===== config.mk =====
export PLATFORM = sky130hd
export DESIGN_NAME = lac_capture_ctrl
export DESIGN_NICKNAME = d
export VERILOG_FILES = /design/src/inc/lac_pkg.sv /design/src/hw/lac_apb_slave.sv /design/src/hw/lac_capture_ctrl.sv
export SDC_FILE = /design/constraint.sdc
export NUM_CORES = 1
export LEC_CHECK = 0
export BUFFER_PORTS_ARGS = -buffer_cell sky130_fd_sc_hd__buf_2
export CORE_AREA = 2 2 127 129
export CTS_CLUSTER_SIZE = 20
export DETAILED_ROUTE_END_ITERATION = 6
export DIE_AREA = 0 0 129 131
export PLACE_DENSITY = 0.72
export SKIP_LAST_GASP = 1
export SYNTH_ARGS = -nofsm -noshare
export SYNTH_HDL_FRONTEND = slang
export SYNTH_SLANG_ARGS = --single-unit

===== constraint.sdc =====
create_clock -name CLK_SYS_I -period 5.55 [get_ports CLK_SYS_I]
set_input_delay 1.665 -clock CLK_SYS_I [delete_from_list [all_inputs] [get_ports CLK_SYS_I]]
set_output_delay 1.665 -clock CLK_SYS_I [all_outputs]
set_load 0.02 [all_outputs]

===== src/inc/lac_pkg.sv =====
// package for the logic analyzer capture control block
package lac_pkg;
   // register byte offsets
   localparam logic [7:0] LAC_CTRL_OFF = 8'h00;
   localparam logic [7:0] LAC_CFG_OFF = 8'h04;
   localparam logic [7:0] LAC_STAT_OFF = 8'h08;
   localparam logic [7:0] LAC_WIN_OFF = 8'h0c;
   localparam logic [7:0] LAC_TOTAL_OFF = 8'h10;
   localparam logic [7:0] LAC_IRQ_STAT_OFF = 8'h14;
   localparam logic [7:0] LAC_IRQ_MASK_OFF = 8'h18;
   // ctrl bits (write one pulses)
   localparam int LAC_CTRL_ARM = 0;
   localparam int LAC_CTRL_ARM_IMM = 1;
   localparam int LAC_CTRL_STOP = 2;
   localparam int LAC_CTRL_UPLOAD_DONE = 3;
   // cfg fields
   localparam int LAC_CFG_TPOS_LSB = 0;
   localparam int LAC_CFG_NWIN_LSB = 12;
   localparam int LAC_CFG_CAPMODE = 16;
   localparam int LAC_CFG_ADVMODE = 17;
   localparam int LAC_CFG_DEPTH_LSB = 20;
   localparam logic [31:0] LAC_CFG_RST = 32'h0000_0000;
   // widths
   localparam int LAC_SW = 10;
   localparam int LAC_WW = 4;
   localparam int LAC_TW = 16;
   localparam int LAC_FSM_W = 4;
   localparam int LAC_NFLAGS = 4;
   // interrupt bits
   localparam int LAC_IRQ_TRIG = 0;
   localparam int LAC_IRQ_WIN = 1;
   localparam int LAC_IRQ_FULL = 2;
   localparam int LAC_IRQ_HALT = 3;
   localparam int LAC_IRQ_W = 4;

   typedef enum logic [2:0] {
      LAC_ST_IDLE,
      LAC_ST_PRE,
      LAC_ST_WAIT,
      LAC_ST_POST,
      LAC_ST_FULL
   } lac_state_t;

   typedef struct packed {
      logic [LAC_SW-1:0] tpos;
      logic [LAC_WW-1:0] nwin_m1;
      logic [3:0] depth_log2;
      logic capture_basic;
      logic adv_mode;
   } lac_cfg_t;

   typedef struct packed {
      logic [LAC_WW-1:0] win;
      logic [LAC_SW:0] wcnt;
      logic [LAC_TW-1:0] total;
   } lac_cnt_t;
endpackage : lac_pkg


===== src/hw/lac_apb_slave.sv =====
// apb slave front end producing access strobes
`timescale 1ns/100ps
`default_nettype none
module lac_apb_slave
   import lac_pkg::*;
(
   // clock and reset
   input wire logic clk_i,
   input wire logic rst_i,
   // apb
   input wire logic psel_i,
   input wire logic penable_i,
   input wire logic pwrite_i,
   input wire logic [7:0] paddr_i,
   // strobes
   output logic wr_o,
   output logic rd_o,
   output logic ready_o
);
   logic acc_d;
   logic acc_q;

   always_comb begin
      acc_d = psel_i && penable_i && !acc_q;
   end

   always_ff @(posedge clk_i) begin
      if (rst_i) begin
         acc_q <= 1'b0;
      end else begin
         acc_q <= acc_d;
      end
   end

   // one wait state: answer one cycle into the access phase
   assign ready_o = acc_q;
   assign wr_o = acc_q && psel_i && penable_i && pwrite_i;
   assign rd_o = acc_q && psel_i && penable_i && !pwrite_i;
endmodule : lac_apb_slave
`default_nettype wire


===== src/hw/lac_capture_ctrl.sv =====
// trigger and capture sequencing engine with apb registers
//
// Register access over APB and the placing of the registers were decided locally.
`timescale 1ns/100ps
`default_nettype none
module lac_capture_ctrl
   import lac_pkg::*;
(
   // clock and reset
   input wire logic CLK_SYS_I,
   input wire logic RST_I,
   // apb
   input wire logic PSEL_I,
   input wire logic PENABLE_I,
   input wire logic PWRITE_I,
   input wire logic [7:0] PADDR_I,
   input wire logic [31:0] PWDATA_I,
   output logic [31:0] PRDATA_O,
   output logic PREADY_O,
   output logic PSLVERR_O,
   // trigger engine
   input wire logic TRIG_EVENT_I,
   input wire logic CAP_COND_I,
   input wire logic [LAC_NFLAGS-1:0] TSM_FLAGS_I,
   input wire logic [LAC_FSM_W-1:0] TSM_STATE_I,
   // sample buffer write
   output logic SAMPLE_WE_O,
   output logic [LAC_WW+LAC_SW-1:0] SAMPLE_ADDR_O,
   // status
   output logic [LAC_WW:0] VALID_WINS_O,
   output logic IRQ_O
);
   logic wr;
   logic rd;
   logic rdy;

   lac_apb_slave u_apb (
      .clk_i(CLK_SYS_I),
      .rst_i(RST_I),
      .psel_i(PSEL_I),
      .penable_i(PENABLE_I),
      .pwrite_i(PWRITE_I),
      .paddr_i(PADDR_I),
      .wr_o(wr),
      .rd_o(rd),
      .ready_o(rdy)
   );

   function automatic logic hit(input logic [7:0] a, input logic [7:0] off);
      hit = (a == off);
   endfunction : hit

   function automatic logic mapped(input logic [7:0] a);
      mapped = hit(a, LAC_CTRL_OFF) || hit(a, LAC_CFG_OFF) || hit(a, LAC_STAT_OFF) ||
               hit(a, LAC_WIN_OFF) || hit(a, LAC_TOTAL_OFF) || hit(a, LAC_IRQ_STAT_OFF) ||
               hit(a, LAC_IRQ_MASK_OFF);
   endfunction : mapped

   // command pulses
   logic arm_c;
   logic imm_c;
   logic stop_c;
   logic upl_c;
   always_comb begin
      arm_c = wr && hit(PADDR_I, LAC_CTRL_OFF) && PWDATA_I[LAC_CTRL_ARM];
      imm_c = wr && hit(PADDR_I, LAC_CTRL_OFF) && PWDATA_I[LAC_CTRL_ARM_IMM];
      stop_c = wr && hit(PADDR_I, LAC_CTRL_OFF) && PWDATA_I[LAC_CTRL_STOP];
      upl_c = wr && hit(PADDR_I, LAC_CTRL_OFF) && PWDATA_I[LAC_CTRL_UPLOAD_DONE];
   end

   // configuration and mask registers
   lac_cfg_t cfg_q;
   lac_cfg_t cfg_d;
   logic [LAC_IRQ_W-1:0] mask_q;
   logic [LAC_IRQ_W-1:0] mask_d;
   always_comb begin
      cfg_d = cfg_q;
      mask_d = mask_q;
      if (wr && hit(PADDR_I, LAC_CFG_OFF)) begin
         cfg_d.tpos = PWDATA_I[LAC_CFG_TPOS_LSB +: LAC_SW];
         cfg_d.nwin_m1 = PWDATA_I[LAC_CFG_NWIN_LSB +: LAC_WW];
         cfg_d.capture_basic = PWDATA_I[LAC_CFG_CAPMODE];
         cfg_d.adv_mode = PWDATA_I[LAC_CFG_ADVMODE];
         cfg_d.depth_log2 = (PWDATA_I[LAC_CFG_DEPTH_LSB +: 4] > 4'(LAC_SW)) ? 4'(LAC_SW)
                            : PWDATA_I[LAC_CFG_DEPTH_LSB +: 4];
      end
      if (wr && hit(PADDR_I, LAC_IRQ_MASK_OFF)) begin
         mask_d = PWDATA_I[LAC_IRQ_W-1:0];
      end
   end

   // capture sequencer
   lac_state_t st_q;
   lac_state_t st_d;
   lac_cnt_t cnt_q;
   lac_cnt_t cnt_d;
   logic imm_q;
   logic imm_d;
   logic trig_in_win_q;
   logic trig_in_win_d;
   logic [LAC_WW:0] vwin_q;
   logic [LAC_WW:0] vwin_d;
   logic [LAC_IRQ_W-1:0] ev;
   logic [LAC_SW:0] depth;
   logic store;
   logic trig;
   logic last_smp;

   always_comb begin
      depth = (LAC_SW+1)'(1) << cfg_q.depth_log2;
      // sampling qualified by capture mode
      store = !cfg_q.capture_basic || CAP_COND_I;
      trig = TRIG_EVENT_I || imm_q;
      last_smp = store && (cnt_q.wcnt == depth - (LAC_SW+1)'(1));
      st_d = st_q;
      cnt_d = cnt_q;
      imm_d = imm_q;
      trig_in_win_d = trig_in_win_q;
      vwin_d = vwin_q;
      ev = '0;
      case (st_q)
         LAC_ST_IDLE: begin
            cnt_d = '0;
            vwin_d = '0;
            trig_in_win_d = 1'b0;
            if (arm_c || imm_c) begin
               imm_d = imm_c;
               st_d = (cfg_q.tpos == '0) ? LAC_ST_WAIT : LAC_ST_PRE;
            end
         end
         LAC_ST_PRE: begin
            if (store) begin
               cnt_d.wcnt = cnt_q.wcnt + (LAC_SW+1)'(1);
               cnt_d.total = cnt_q.total + LAC_TW'(1);
               if (cnt_q.wcnt + (LAC_SW+1)'(1) >= {1'b0, cfg_q.tpos}) begin
                  st_d = LAC_ST_WAIT;
               end
            end
         end
         LAC_ST_WAIT: begin
            // trigger sample is stored only if store is high; pre-trigger samples stay put, the slot at the mark is rewritten while waiting
            if (trig) begin
               ev[LAC_IRQ_TRIG] = 1'b1;
               trig_in_win_d = 1'b1;
               imm_d = 1'b0;
               cnt_d.wcnt = {1'b0, cfg_q.tpos} + (LAC_SW+1)'(1);
               cnt_d.total = cnt_q.total + LAC_TW'(1);
               st_d = LAC_ST_POST;
               if ({1'b0, cfg_q.tpos} >= depth - (LAC_SW+1)'(1)) begin
                  // mark is the last sample: the window completes with the trigger
                  ev[LAC_IRQ_WIN] = 1'b1;
                  vwin_d = vwin_q + (LAC_WW+1)'(1);
                  trig_in_win_d = 1'b0;
                  if (cnt_q.win == cfg_q.nwin_m1) begin
                     st_d = LAC_ST_FULL;
                     ev[LAC_IRQ_FULL] = 1'b1;
                  end else begin
                     cnt_d.win = cnt_q.win + LAC_WW'(1);
                     cnt_d.wcnt = '0;
                     st_d = (cfg_q.tpos == '0) ? LAC_ST_WAIT : LAC_ST_PRE;
                  end
               end
            end
         end
         LAC_ST_POST: begin
            if (cnt_q.wcnt >= depth || last_smp) begin
               ev[LAC_IRQ_WIN] = 1'b1;
               vwin_d = vwin_q + (LAC_WW+1)'(1);
               trig_in_win_d = 1'b0;
               if (last_smp) begin
                  cnt_d.total = cnt_q.total + LAC_TW'(1);
               end
               if (cnt_q.win == cfg_q.nwin_m1) begin
                  st_d = LAC_ST_FULL;
                  ev[LAC_IRQ_FULL] = 1'b1;
               end else begin
                  // next window armed on the very next cycle
                  cnt_d.win = cnt_q.win + LAC_WW'(1);
                  cnt_d.wcnt = '0;
                  st_d = (cfg_q.tpos == '0) ? LAC_ST_WAIT : LAC_ST_PRE;
               end
            end else if (store) begin
               cnt_d.wcnt = cnt_q.wcnt + (LAC_SW+1)'(1);
               cnt_d.total = cnt_q.total + LAC_TW'(1);
            end
         end
         LAC_ST_FULL: begin
            // buffer frozen, triggers ignored until upload done
            if (upl_c) begin
               st_d = LAC_ST_IDLE;
            end
         end
         default: begin
            st_d = LAC_ST_IDLE;
         end
      endcase
      if (stop_c && st_q != LAC_ST_IDLE && st_q != LAC_ST_FULL) begin
         // a window completed this cycle is already counted in vwin_d
         vwin_d = vwin_d + (LAC_WW+1)'(trig_in_win_d);
         st_d = LAC_ST_FULL;
         ev[LAC_IRQ_HALT] = 1'b1;
      end
   end

   logic capturing;
   always_comb begin
      capturing = store && (st_q == LAC_ST_PRE || st_q == LAC_ST_WAIT ||
                  (st_q == LAC_ST_POST && cnt_q.wcnt < depth));
   end

   // interrupt status: set beats clear-on-read
   logic [LAC_IRQ_W-1:0] irq_q;
   logic [LAC_IRQ_W-1:0] irq_d;
   always_comb begin
      irq_d = irq_q;
      if (rd && hit(PADDR_I, LAC_IRQ_STAT_OFF)) begin
         // clear only the bits the host was shown, so a later event survives
         irq_d = irq_q & ~PRDATA_O[LAC_IRQ_W-1:0];
      end
      irq_d = irq_d | ev;
   end

   // read mux
   logic [31:0] rdata_d;
   logic [LAC_FSM_W-1:0] tstate;
   always_comb begin
      tstate = (cfg_q.adv_mode && st_q == LAC_ST_WAIT) ? TSM_STATE_I : '0;
      rdata_d = '0;
      if (hit(PADDR_I, LAC_CFG_OFF)) begin
         rdata_d[LAC_CFG_TPOS_LSB +: LAC_SW] = cfg_q.tpos;
         rdata_d[LAC_CFG_NWIN_LSB +: LAC_WW] = cfg_q.nwin_m1;
         rdata_d[LAC_CFG_CAPMODE] = cfg_q.capture_basic;
         rdata_d[LAC_CFG_ADVMODE] = cfg_q.adv_mode;
         rdata_d[LAC_CFG_DEPTH_LSB +: 4] = cfg_q.depth_log2;
      end else if (hit(PADDR_I, LAC_STAT_OFF)) begin
         rdata_d[2:0] = st_q;
         rdata_d[7:4] = cfg_q.adv_mode ? TSM_FLAGS_I : '0;
         rdata_d[11:8] = tstate;
         rdata_d[12 +: LAC_WW+1] = vwin_q;
      end else if (hit(PADDR_I, LAC_WIN_OFF)) begin
         rdata_d[LAC_SW:0] = cnt_q.wcnt;
         rdata_d[16 +: LAC_WW] = cnt_q.win;
      end else if (hit(PADDR_I, LAC_TOTAL_OFF)) begin
         rdata_d[LAC_TW-1:0] = cnt_q.total;
      end else if (hit(PADDR_I, LAC_IRQ_STAT_OFF)) begin
         rdata_d[LAC_IRQ_W-1:0] = irq_q;
      end else if (hit(PADDR_I, LAC_IRQ_MASK_OFF)) begin
         rdata_d[LAC_IRQ_W-1:0] = mask_q;
      end
   end

   logic we_d;
   logic [LAC_WW+LAC_SW-1:0] addr_d;
   always_comb begin
      we_d = capturing;
      addr_d = {cnt_q.win, cnt_q.wcnt[LAC_SW-1:0]};
   end

   always_ff @(posedge CLK_SYS_I) begin
      if (RST_I) begin
         cfg_q <= LAC_CFG_RST[$bits(lac_cfg_t)-1:0];
         mask_q <= '0;
         st_q <= LAC_ST_IDLE;
         cnt_q <= '0;
         imm_q <= 1'b0;
         trig_in_win_q <= 1'b0;
         vwin_q <= '0;
         irq_q <= '0;
         PRDATA_O <= '0;
         PREADY_O <= 1'b0;
         PSLVERR_O <= 1'b0;
         SAMPLE_WE_O <= 1'b0;
         SAMPLE_ADDR_O <= '0;
         VALID_WINS_O <= '0;
         IRQ_O <= 1'b0;
      end else begin
         cfg_q <= cfg_d;
         mask_q <= mask_d;
         st_q <= st_d;
         cnt_q <= cnt_d;
         imm_q <= imm_d;
         trig_in_win_q <= trig_in_win_d;
         vwin_q <= vwin_d;
         irq_q <= irq_d;
         PRDATA_O <= rdata_d;
         PREADY_O <= PSEL_I && PENABLE_I && !rdy && !PREADY_O;
         PSLVERR_O <= PSEL_I && PENABLE_I && !rdy && !PREADY_O && !mapped(PADDR_I);
         SAMPLE_WE_O <= we_d;
         SAMPLE_ADDR_O <= addr_d;
         VALID_WINS_O <= vwin_d;
         IRQ_O <= |(irq_d & mask_d);
      end
   end
endmodule : lac_capture_ctrl
`default_nettype wire


==> results of run 1 <==
## logic make-up (layout without fill, tap and decap cells)
group                      Yosys count  in the layout
and+or+nand+nor                    347            347
AOI/OAI and AO/OA                  221            221
DFF                                112            112
buffers and inverters              101            158
adders and majority gates           40             40
xor gates and xnor gates            30             30
muxes                               14             14
other                                1              9
## cell usage after synthesis, types with 4 or more instances
library cell / count / area [um2]
nand3b_1: 5 / 37.5
or4_1: 4 / 30.0
a31oi_1: 5 / 31.3
a211oi_1: 13 / 97.6
o21ai_0: 30 / 150
a32oi_1: 4 / 35.0
a221oi_1: 4 / 35.0
nand3_1: 34 / 170
xor2_1: 13 / 114
ha_1: 40 / 500
o22ai_1: 12 / 75.1
nor2_1: 65 / 244
and3_1: 19 / 119
nor3_1: 29 / 145
buf_4: 8 / 60.1
nand2_1: 104 / 390
o31ai_1: 4 / 30.0
dfxtp_1: 112 / 2240
nand4_1: 14 / 87.6
and2_1: 7 / 43.8
o211ai_1: 5 / 37.5
nand2b_1: 12 / 75.1
nor2b_1: 21 / 131
mux2i_1: 13 / 130
o21bai_1: 4 / 30.0
o32ai_1: 7 / 61.3
a222oi_1: 6 / 60.1
clkbuf_1: 44 / 165
buf_1: 4 / 15.0
a22oi_1: 10 / 75.1
a22o_1: 10 / 87.6
a21oi_1: 67 / 335
nor4_1: 9 / 56.3
xnor2_1: 16 / 140
a21o_1: 9 / 67.6
or3_1: 4 / 25.0
inv_1: 38 / 143
## how the worst max path moves through the flow
| stage | slack, ps | depth (start not counted) | from | endpoint |
|---|---|---|---|---|
| finish | 630 | 18 | cfg_q[4]$_SDFFE_PP0P_ | vwin_q[4]$_SDFF_PP0_ |
| global route | 310 | 18 | cfg_q[4]$_SDFFE_PP0P_ | vwin_q[4]$_SDFF_PP0_ |
| CTS | 680 | 18 | cfg_q[4]$_SDFFE_PP0P_ | vwin_q[4]$_SDFF_PP0_ |
| detailed placement | 690 | 18 | cfg_q[4]$_SDFFE_PP0P_ | vwin_q[4]$_SDFF_PP0_ |
| global placement | 770 | 18 | cfg_q[4]$_SDFFE_PP0P_ | vwin_q[4]$_SDFF_PP0_ |
| floorplan | 1180 | 20 | cfg_q[2]$_SDFFE_PP0P_ | vwin_q[4]$_SDFF_PP0_ |
## flip-flops by register name, summed over array words and instances, names as in the netlist
signal,count
cfg_q,20
st_q,3
PREADY_O,1
PSLVERR_O,1
irq_q,4
vwin_q,5
trig_in_win_q,1
PRDATA_O,24
IRQ_O,1
imm_q,1
cnt_q,17
SAMPLE_WE_O,1
u_apb.ready_o,1
SAMPLE_ADDR_O,14
mask_q,4
addr_d,14
## stage by stage
stage          area, um2  hold slack (ps)  std cells  power, mW
4_1_cts             7750              431       1146       1.61
3_3_place_gp        7410              422       1130      0.876
3_5_place_dp        7410              420       1130      0.876
2_1_floorplan       6870              421        873      0.855
6_report            7750              431       1147       1.60
5_1_grt             7750              442       1147       1.64
## metal layers
layer  track usage (%)  vias up  part of all wire [%]
li1                  -     3238                     -
met3              4.56       39                   7.4
met2              40.1      254                    47
met5                 0        -                     0
met4              9.72        0                   2.8
met1              31.0     3101                    43
## power groups by stage
stage                     Sequential, mW  Combinational, mW  Clock [mW]
after CTS                          0.804             0.0528       0.755
after detailed placement           0.823             0.0526           0
after floorplan                    0.824             0.0309           0
after global routing               0.804             0.0572       0.784
after global placement             0.823             0.0526           0
final                              0.804             0.0534       0.741
## worst reg2reg max path, stage by stage, from the launching register on
cell and delay, ps:
dfxtp_1 320, nor2_1 330, nand2_1 200, ha_1 470, or3_4 440, o21ai_1 120, a22oi_1 160, ha_1 390
o211ai_1 80, or3_1 310, a21oi_1 420, a31oi_1 150, a31o_1 300, mux2_2 320, ha_1 220, ha_1 210
nand2_1 90, and4b_1 210, nor3_2 130
## layout make-up
type | count | area [um2]
Sequential cell | 112 | 2240
Timing Repair Buffer | 103 | 551
Tap cell | 216 | 270
Clock inverter | 5 | 87.6
Clock buffer | 11 | 253
Fill cell | 1545 | 7850
Antenna cell | 1 | 2.50
Multi-Input combinational cell | 660 | 4200
Inverter | 39 | 146
==> results.cfg, run 1 <==
[power_and_ir_drop]
leakage_nw = 3.20
powerDensity_mw_per_mm2 = 206
seqPwrFrac_pct = 50.3
power_frac_comb_pct = 3.3
p_int_mw = 1.24
vdd_drop_max_mv = 0.148
power.switching_fraction_pct = 22.2
switchingPower_uw = 354
p_clk_share_pct = 46.4

[yosys]
netlist_instances = 866
synth_compound_area_share_pct = 22.0
synth.yosys.seq_area_share_pct = 32.8
yosysUniqueCellTypes = 74
synthMuxAreaShare_pct = 2.07
synth_warnings = 0
synthesis.area_mm2 = 0.00685
async_flop_share_pct = 0
synth_top_family_by_area = simple AND/OR/NAND/NOR gates
ys_ff_latch = 112
synth_fa_ha_area_share_pct = 7.31
synth_area_per_cell_um2 = 7.90
synth-simple-area-share_pct = 25.4
synth_edf_count = 0
synth-xor-area-share_pct = 4.06
synthFlopType = dfxtp_1

[hold_path]
min_from = PREADY_O$_SDFF_PP0_
hold_class = reg -> reg
hold_path_end = PREADY_O$_SDFF_PP0_
hold_path_depth = 1

[routing]
vias = 6632
drt_drc_violations_left = 0
wirelength_um = 20100
dr.pass1.iters = 5
routed_via_density = 5.78
ant_nets = 0
drt_iter0_drc = 581
avgRoutedWirePerCell_um = 17.5

[cells_and_area]
layout_common_cells = dfxtp_1, nand2_1, buf_2, a21oi_1, nor2_1
layout_commonest_cell = dfxtp_1
nets = 1020
area_growth_pct = 13.2
final_util_pct = 49.7
drive_above_1_share_pct = 14.3

[global_route]
grt_use_total_pct = 24.1
grt_max_degree = 36
grt_antenna_before_repair = 1
grt_overflow = 0
grt_pass1_vias = 6251
grt_first_pass_wirelength_um = 31800

[clock_network]
htreeDepth = 3
clockBufferDepth = 2
postCtsSetupBuffers = 0
cts-root-buf = clkbuf_16
cts_tree = built
clk_latency_ps = 370
ctsHoldBuffers = 0
clk_pin_slew_ps = 80
numCtsBuffers = 9
clock-sinks = 112
post_cts_resized = 0

[place]
dp_hpwl_um = 15000
post-place-ws_ps = 689
gp_congestion = 0.977
io_buffer_count = 89

[worst_setup_path]
path_buf_inv = 0
r2r_end = vwin_q[4]$_SDFF_PP0_
start_kind = flip-flop
crit_type = reg -> reg
regToRegStartpoint = cfg_q[4]$_SDFFE_PP0P_
cpMostUsedCell = ha_1
path_cells = nor2_1, nand2_1, ha_1, or3_4, o21ai_1, a22oi_1, ha_1, o211ai_1, or3_1, a21oi_1, a31oi_1, a31o_1, mux2_2, ha_1, ha_1, nand2_1, and4b_1, nor3_2
crit_required_ps = 5850
cp_slowest_cell = ha_1
critPathMaxFanout = 21
cp.arrival_ps = 5220
r2r_setup_slack_ps = 630
slowest_delay_ps = 460
r2r_cells = 18
cpLargestDelayFamily = simple AND/OR/NAND/NOR gates
end_kind = flip-flop

[floorplan]
rows = 46
dieArea_mm2 = 0.0169
dieHeight_um = 131
core_region_area_mm2 = 0.0156
start_util_pct = 43.9
die_w_um = 129
pin_count = 110

[job]
max-cap-violations = 0

[timing]
hold_viol_final = 0
rsz0062_at_grt = false
finalMaxSlewViolations = 0
setup_viol = 0
worst_slack_ps = 630
fmax_ghz = 0.203
max_slew_margin_pct = 22.1
finalSetupTns_ps = 0
min_period_ps = 4920
tightest_slew_ps = 1160
min_period_over_period_pct = 88.7
finClkSkew_ps = 13.6

[status]
status = finished, final reports clean
(Power assumes the default switching activity.)
==> run 2, diff against run 1 <==
--- a/config.mk
+++ b/config.mk
@@ -7,10 +7,12 @@
 export LEC_CHECK = 0
 export BUFFER_PORTS_ARGS = -buffer_cell sky130_fd_sc_hd__buf_2
 export CORE_AREA = 2 2 127 129
+export CTS_BUF_LIST = sky130_fd_sc_hd__clkbuf_4
 export CTS_CLUSTER_SIZE = 20
 export DETAILED_ROUTE_END_ITERATION = 6
 export DIE_AREA = 0 0 129 131
 export PLACE_DENSITY = 0.72
+export RECOVER_POWER = 25
 export SKIP_LAST_GASP = 1
 export SYNTH_ARGS = -nofsm -noshare
 export SYNTH_HDL_FRONTEND = slang
==> results.cfg, run 2 (same netlist as run 1, synthesis figures left out) <==
[global_route]
grt_pass1_vias = 6269
grt_antenna_before_repair = 1
grt_use_total_pct = 24.0
grt_overflow = 0
grt_first_pass_wirelength_um = 31800
grt_max_degree = 36

[clock_network]
numCtsBuffers = 9
ctsHoldBuffers = 0
clockBufferDepth = 2
postCtsSetupBuffers = 0
clk_pin_slew_ps = 180
cts_tree = built
clock-sinks = 112
htreeDepth = 3
post_cts_resized = 0
clk_latency_ps = 530
cts-root-buf = clkbuf_4

[timing]
fmax_ghz = 0.201
worst_hold_slack_ps = 442
min_period_ps = 4960
rsz0062_at_grt = false
setup_viol = 0
finalMaxSlewViolations = 36
tightest_slew_ps = 1620
finClkSkew_ps = 39.6
min_period_over_period_pct = 89.4
hold_viol_final = 0
finalSetupTns_ps = 0
max_slew_margin_pct = -8.17

[worst_setup_path]
cp.arrival_ps = 5410
crit_required_ps = 6000
end_kind = flip-flop
cpLargestDelayFamily = simple AND/OR/NAND/NOR gates
path_buf_inv = 0
cpMostUsedCell = ha_1
regToRegStartpoint = cfg_q[4]$_SDFFE_PP0P_
path_cells = nor2_1, nand2_1, ha_1, or3_4, o21ai_1, a22oi_1, ha_1, o211ai_1, or3_1, a21oi_1, a31oi_1, a31o_1, mux2_2, ha_1, ha_1, nand2_1, and4b_1, nor3_2
crit_path_start = cfg_q[4]$_SDFFE_PP0P_
critPathMaxFanout = 21
crit_type = reg -> reg
start_kind = flip-flop
cp_slowest_cell = ha_1
slowest_delay_ps = 460

[cells_and_area]
layout_commonest_cell = dfxtp_1
final_cell_count_no_fill = 1147
multiInputGateArea_mm2 = 0.00420
nets = 1020
drive_above_1_share_pct = 11.6
reg_top3 = PRDATA_O (24), cfg_q (20), cnt_q (17)
final_util_pct = 48.3
design_area_mm2 = 0.00754
n_fill_cell = 1586
regArea_mm2 = 0.00224
regMostFlops = PRDATA_O
layout_common_cells = dfxtp_1, nand2_1, buf_2, a21oi_1, nor2_1
area_growth_pct = 10.1
largest_register_ffs = 24

[routing]
drt_iter0_drc = 631
drt_drc_violations_left = 0
dr.pass1.iters = 5
routed_via_density = 5.80
avgRoutedWirePerCell_um = 17.6
vias = 6653
wirelength_um = 20200
ant_nets = 0

[floorplan]
dieHeight_um = 131
core_region_area_mm2 = 0.0156
die_w_um = 129
pin_count = 110
start_util_pct = 43.9
dieArea_mm2 = 0.0169
rows = 46

[place]
placed_cells = 1130
gp_congestion = 0.977
placed_area_mm2 = 0.00741
dp_hpwl_um = 15000
io_buffer_count = 89

[hold_path]
min_from = PREADY_O$_SDFF_PP0_
hold_class = reg -> reg

[power_and_ir_drop]
vdd_drop_max_mv = 0.143
leakage_nw = 3.02
powerDensity_mw_per_mm2 = 177

[status]
status = complete, but fails checks
violations = capacitance limit, slew limit

[job]
max-cap-violations = 1
==> run 2: changes by cell type in the layout (fill, tap and decap cells not counted) <==
cell / before / now
buf_4: 14 / 12
buf_2: 89 / 68
clkbuf_4: 0 / 9
clkbuf_8: 2 / 0
clkbuf_16: 9 / 0
clkinv_1: 1 / 3
clkbuf_1: 0 / 23
==> run 2: layout make-up <==
| cell class | count | area share (%) |
|---|---|---|
| diodes | 1 | 0.0332 |
| clock buffers | 9 | 0.896 |
| clock inverters | 7 | 1.26 |
| inverters | 39 | 1.94 |
| multi-input cells | 660 | 55.7 |
| flip-flops and latches | 112 | 29.7 |
| well taps | 216 | 3.58 |
| repair buffers | 103 | 6.85 |
==> run 2: path summary, 6_finish.rpt <==
check	slack, ps	end	cells after the start
max	590	vwin_q[4]$_SDFF_PP0_	18
min	440	PREADY_O$_SDFF_PP0_	1
max reg2reg	590	vwin_q[4]$_SDFF_PP0_	18
min reg2reg	440	PREADY_O$_SDFF_PP0_	1
==> run 2: metrics by stage <==
stage	setup WS (ps)	power, mW
global placement	771	0.876
finish	586	1.34
CTS	667	1.34
floorplan	1180	0.855
detailed placement	689	0.876
global route	277	1.38
==> run 2: power breakdown <==
group / internal (mW) / switching (mW) / total (mW)
logic: 0.0155 / 0.0371 / 0.0526
clock network: 0.184 / 0.296 / 0.479
registers: 0.806 / 0.000467 / 0.806
total: 1.01 / 0.333 / 1.34
==> run 2: layer usage <==
layer | vias to the layer above | track usage [%] | part of all wire (%)
met5 | - | 0 | 0
met4 | 0 | 8.70 | 2.3
li1 | 3242 | - | -
met1 | 3111 | 31.4 | 44
met2 | 261 | 40.1 | 47
met3 | 39 | 3.79 | 6.4
==> run 2: worst register-to-register path, cell delays in order (launching register included) <==
cell and delay (ps):
dfxtp_1 350, nor2_1 340, nand2_1 210, ha_1 460, or3_4 440, o21ai_1 120
a22oi_1 160, ha_1 390, o211ai_1 80, or3_1 310, a21oi_1 420, a31oi_1 150
a31o_1 300, mux2_2 320, ha_1 220, ha_1 210, nand2_1 90, and4b_1 200
nor3_2 130
==> run 3, diff against run 2 <==
--- a/config.mk
+++ b/config.mk
@@ -6,13 +6,14 @@
 export NUM_CORES = 1
 export LEC_CHECK = 0
 export BUFFER_PORTS_ARGS = -buffer_cell sky130_fd_sc_hd__buf_2
-export CORE_AREA = 2 2 127 129
+export CORE_AREA = 2 2 134 136
 export CTS_BUF_LIST = sky130_fd_sc_hd__clkbuf_4
 export CTS_CLUSTER_SIZE = 20
 export DETAILED_ROUTE_END_ITERATION = 6
-export DIE_AREA = 0 0 129 131
-export PLACE_DENSITY = 0.72
+export DIE_AREA = 0 0 136 138
+export PLACE_DENSITY = 0.66
 export RECOVER_POWER = 25
+export REMOVE_ABC_BUFFERS = 1
 export SKIP_LAST_GASP = 1
 export SYNTH_ARGS = -nofsm -noshare
 export SYNTH_HDL_FRONTEND = slang
==> results.cfg, run 3 (same netlist as run 1, synthesis figures left out) <==
[status]
status = complete, but fails checks
violations = capacitance limit, slew limit

[worst_setup_path]
regToRegStartpoint = cfg_q[4]$_SDFFE_PP0P_
crit_path_start = RST_I
r2r_setup_slack_ps = 890
r2r_end = vwin_q[4]$_SDFF_PP0_
r2r_cells = 19
crit_type = in -> reg
crit_end = PRDATA_O[4]$_SDFF_PP0_
start_kind = input port
crit_required_ps = 5950
cp.arrival_ps = 5070
end_kind = flip-flop
critPathMaxFanout = 45

[timing]
worst_slack_ps = 875
tightest_slew_ps = 2020
min_period_over_period_pct = 84.2
worst_hold_slack_ps = 443
hold_viol_final = 0
max_slew_margin_pct = -34.8
min_period_ps = 4680
finalSetupTns_ps = 0
rsz0062_at_grt = false
finalMaxSlewViolations = 46
finClkSkew_ps = 14.2
setup_viol = 0
fmax_ghz = 0.214

[place]
dp_hpwl_um = 15200
gp_congestion = 0.896
io_buffer_count = 89
placed_area_mm2 = 0.00744
post-place-ws_ps = 934

[global_route]
grt_overflow = 0
grt_use_total_pct = 21.4
grt_antenna_before_repair = 1
grt_max_degree = 46
grt_pass1_vias = 6002
grt_first_pass_wirelength_um = 31600

[power_and_ir_drop]
leakage_nw = 3.00
vdd_drop_max_mv = 0.100
powerDensity_mw_per_mm2 = 163

[cells_and_area]
multiInputGateArea_mm2 = 0.00420
regArea_mm2 = 0.00224
nets = 1022
layout_commonest_cell = dfxtp_1
final_util_pct = 42.9
layout_common_cells = dfxtp_1, nand2_1, buf_2, a21oi_1, nor2_1
design_area_mm2 = 0.00752
drive_above_1_share_pct = 11.8
area_growth_pct = 9.82
largest_register_ffs = 24
regMostFlops = PRDATA_O
n_fill_cell = 1868
reg_top3 = PRDATA_O (24), cfg_q (20), cnt_q (17)

[clock_network]
cts_tree = built
post_cts_resized = 0
numCtsBuffers = 9
ctsHoldBuffers = 0
clk_pin_slew_ps = 170
clk_latency_ps = 500
clock-sinks = 112
htreeDepth = 3
cts-root-buf = clkbuf_4
postCtsSetupBuffers = 0
clockBufferDepth = 2

[routing]
wirelength_um = 20200
dr.pass1.iters = 5
ant_nets = 0
routed_via_density = 5.63
drt_iter0_drc = 498
avgRoutedWirePerCell_um = 17.4
drt_drc_violations_left = 0
vias = 6541

[floorplan]
dieArea_mm2 = 0.0188
start_util_pct = 39.0
die_w_um = 136
pin_count = 110
core_region_area_mm2 = 0.0175
rows = 49
dieHeight_um = 138

[job]
max-cap-violations = 1

[hold_path]
hold_class = reg -> reg
hold_path_depth = 1
[run 3: power by group]
group          switching (mW)  internal, mW  total [mW]
Combinational          0.0369        0.0154      0.0523
Clock                   0.275        0.0953       0.370
Sequential           0.000498         0.806       0.806
Total                   0.312         0.916        1.23
[run 3: critical path: stages]
cell and delay (ps):
clkbuf_1 730, clkbuf_1 1510, nor2_1 500, a222oi_1 560, nand2_1 80
[run 3: final cells by class]
type	count	share of cell area, %
multi-input combinational	660	55.9
sequential	112	29.8
timing repair buffer	105	7.07
tap	229	3.81
inverter	39	1.95
clock buffer	10	0.999
clock inverter	5	0.449
antenna	1	0.0333
[run 3: routing by layer]
metal | vias up | global-route usage [%] | part of all wire (%)
li1 | 3246 | - | -
met3 | 37 | 3.59 | 5.6
met5 | - | 0 | 0
met1 | 3031 | 29.4 | 46
met2 | 227 | 33.1 | 45
met4 | 0 | 8.94 | 2.8
[run 3: how the worst min path moves through the flow]
stage	start	end	slack (ps)
floorplan	u_apb.ready_o$_SDFF_PP0_	u_apb.ready_o$_SDFF_PP0_	420
global placement	PREADY_O$_SDFF_PP0_	PREADY_O$_SDFF_PP0_	430
detailed placement	PREADY_O$_SDFF_PP0_	PREADY_O$_SDFF_PP0_	440
CTS	PREADY_O$_SDFF_PP0_	PREADY_O$_SDFF_PP0_	460
global route	PREADY_O$_SDFF_PP0_	PREADY_O$_SDFF_PP0_	480
finish	PREADY_O$_SDFF_PP0_	PREADY_O$_SDFF_PP0_	440
[run 3: through the flow]
step / instances / power, mW
after floorplan: 811 / 0.839
after global placement: 1145 / 0.876
after detailed placement: 1145 / 0.876
after CTS: 1160 / 1.24
after global routing: 1161 / 1.28
final: 1161 / 1.23
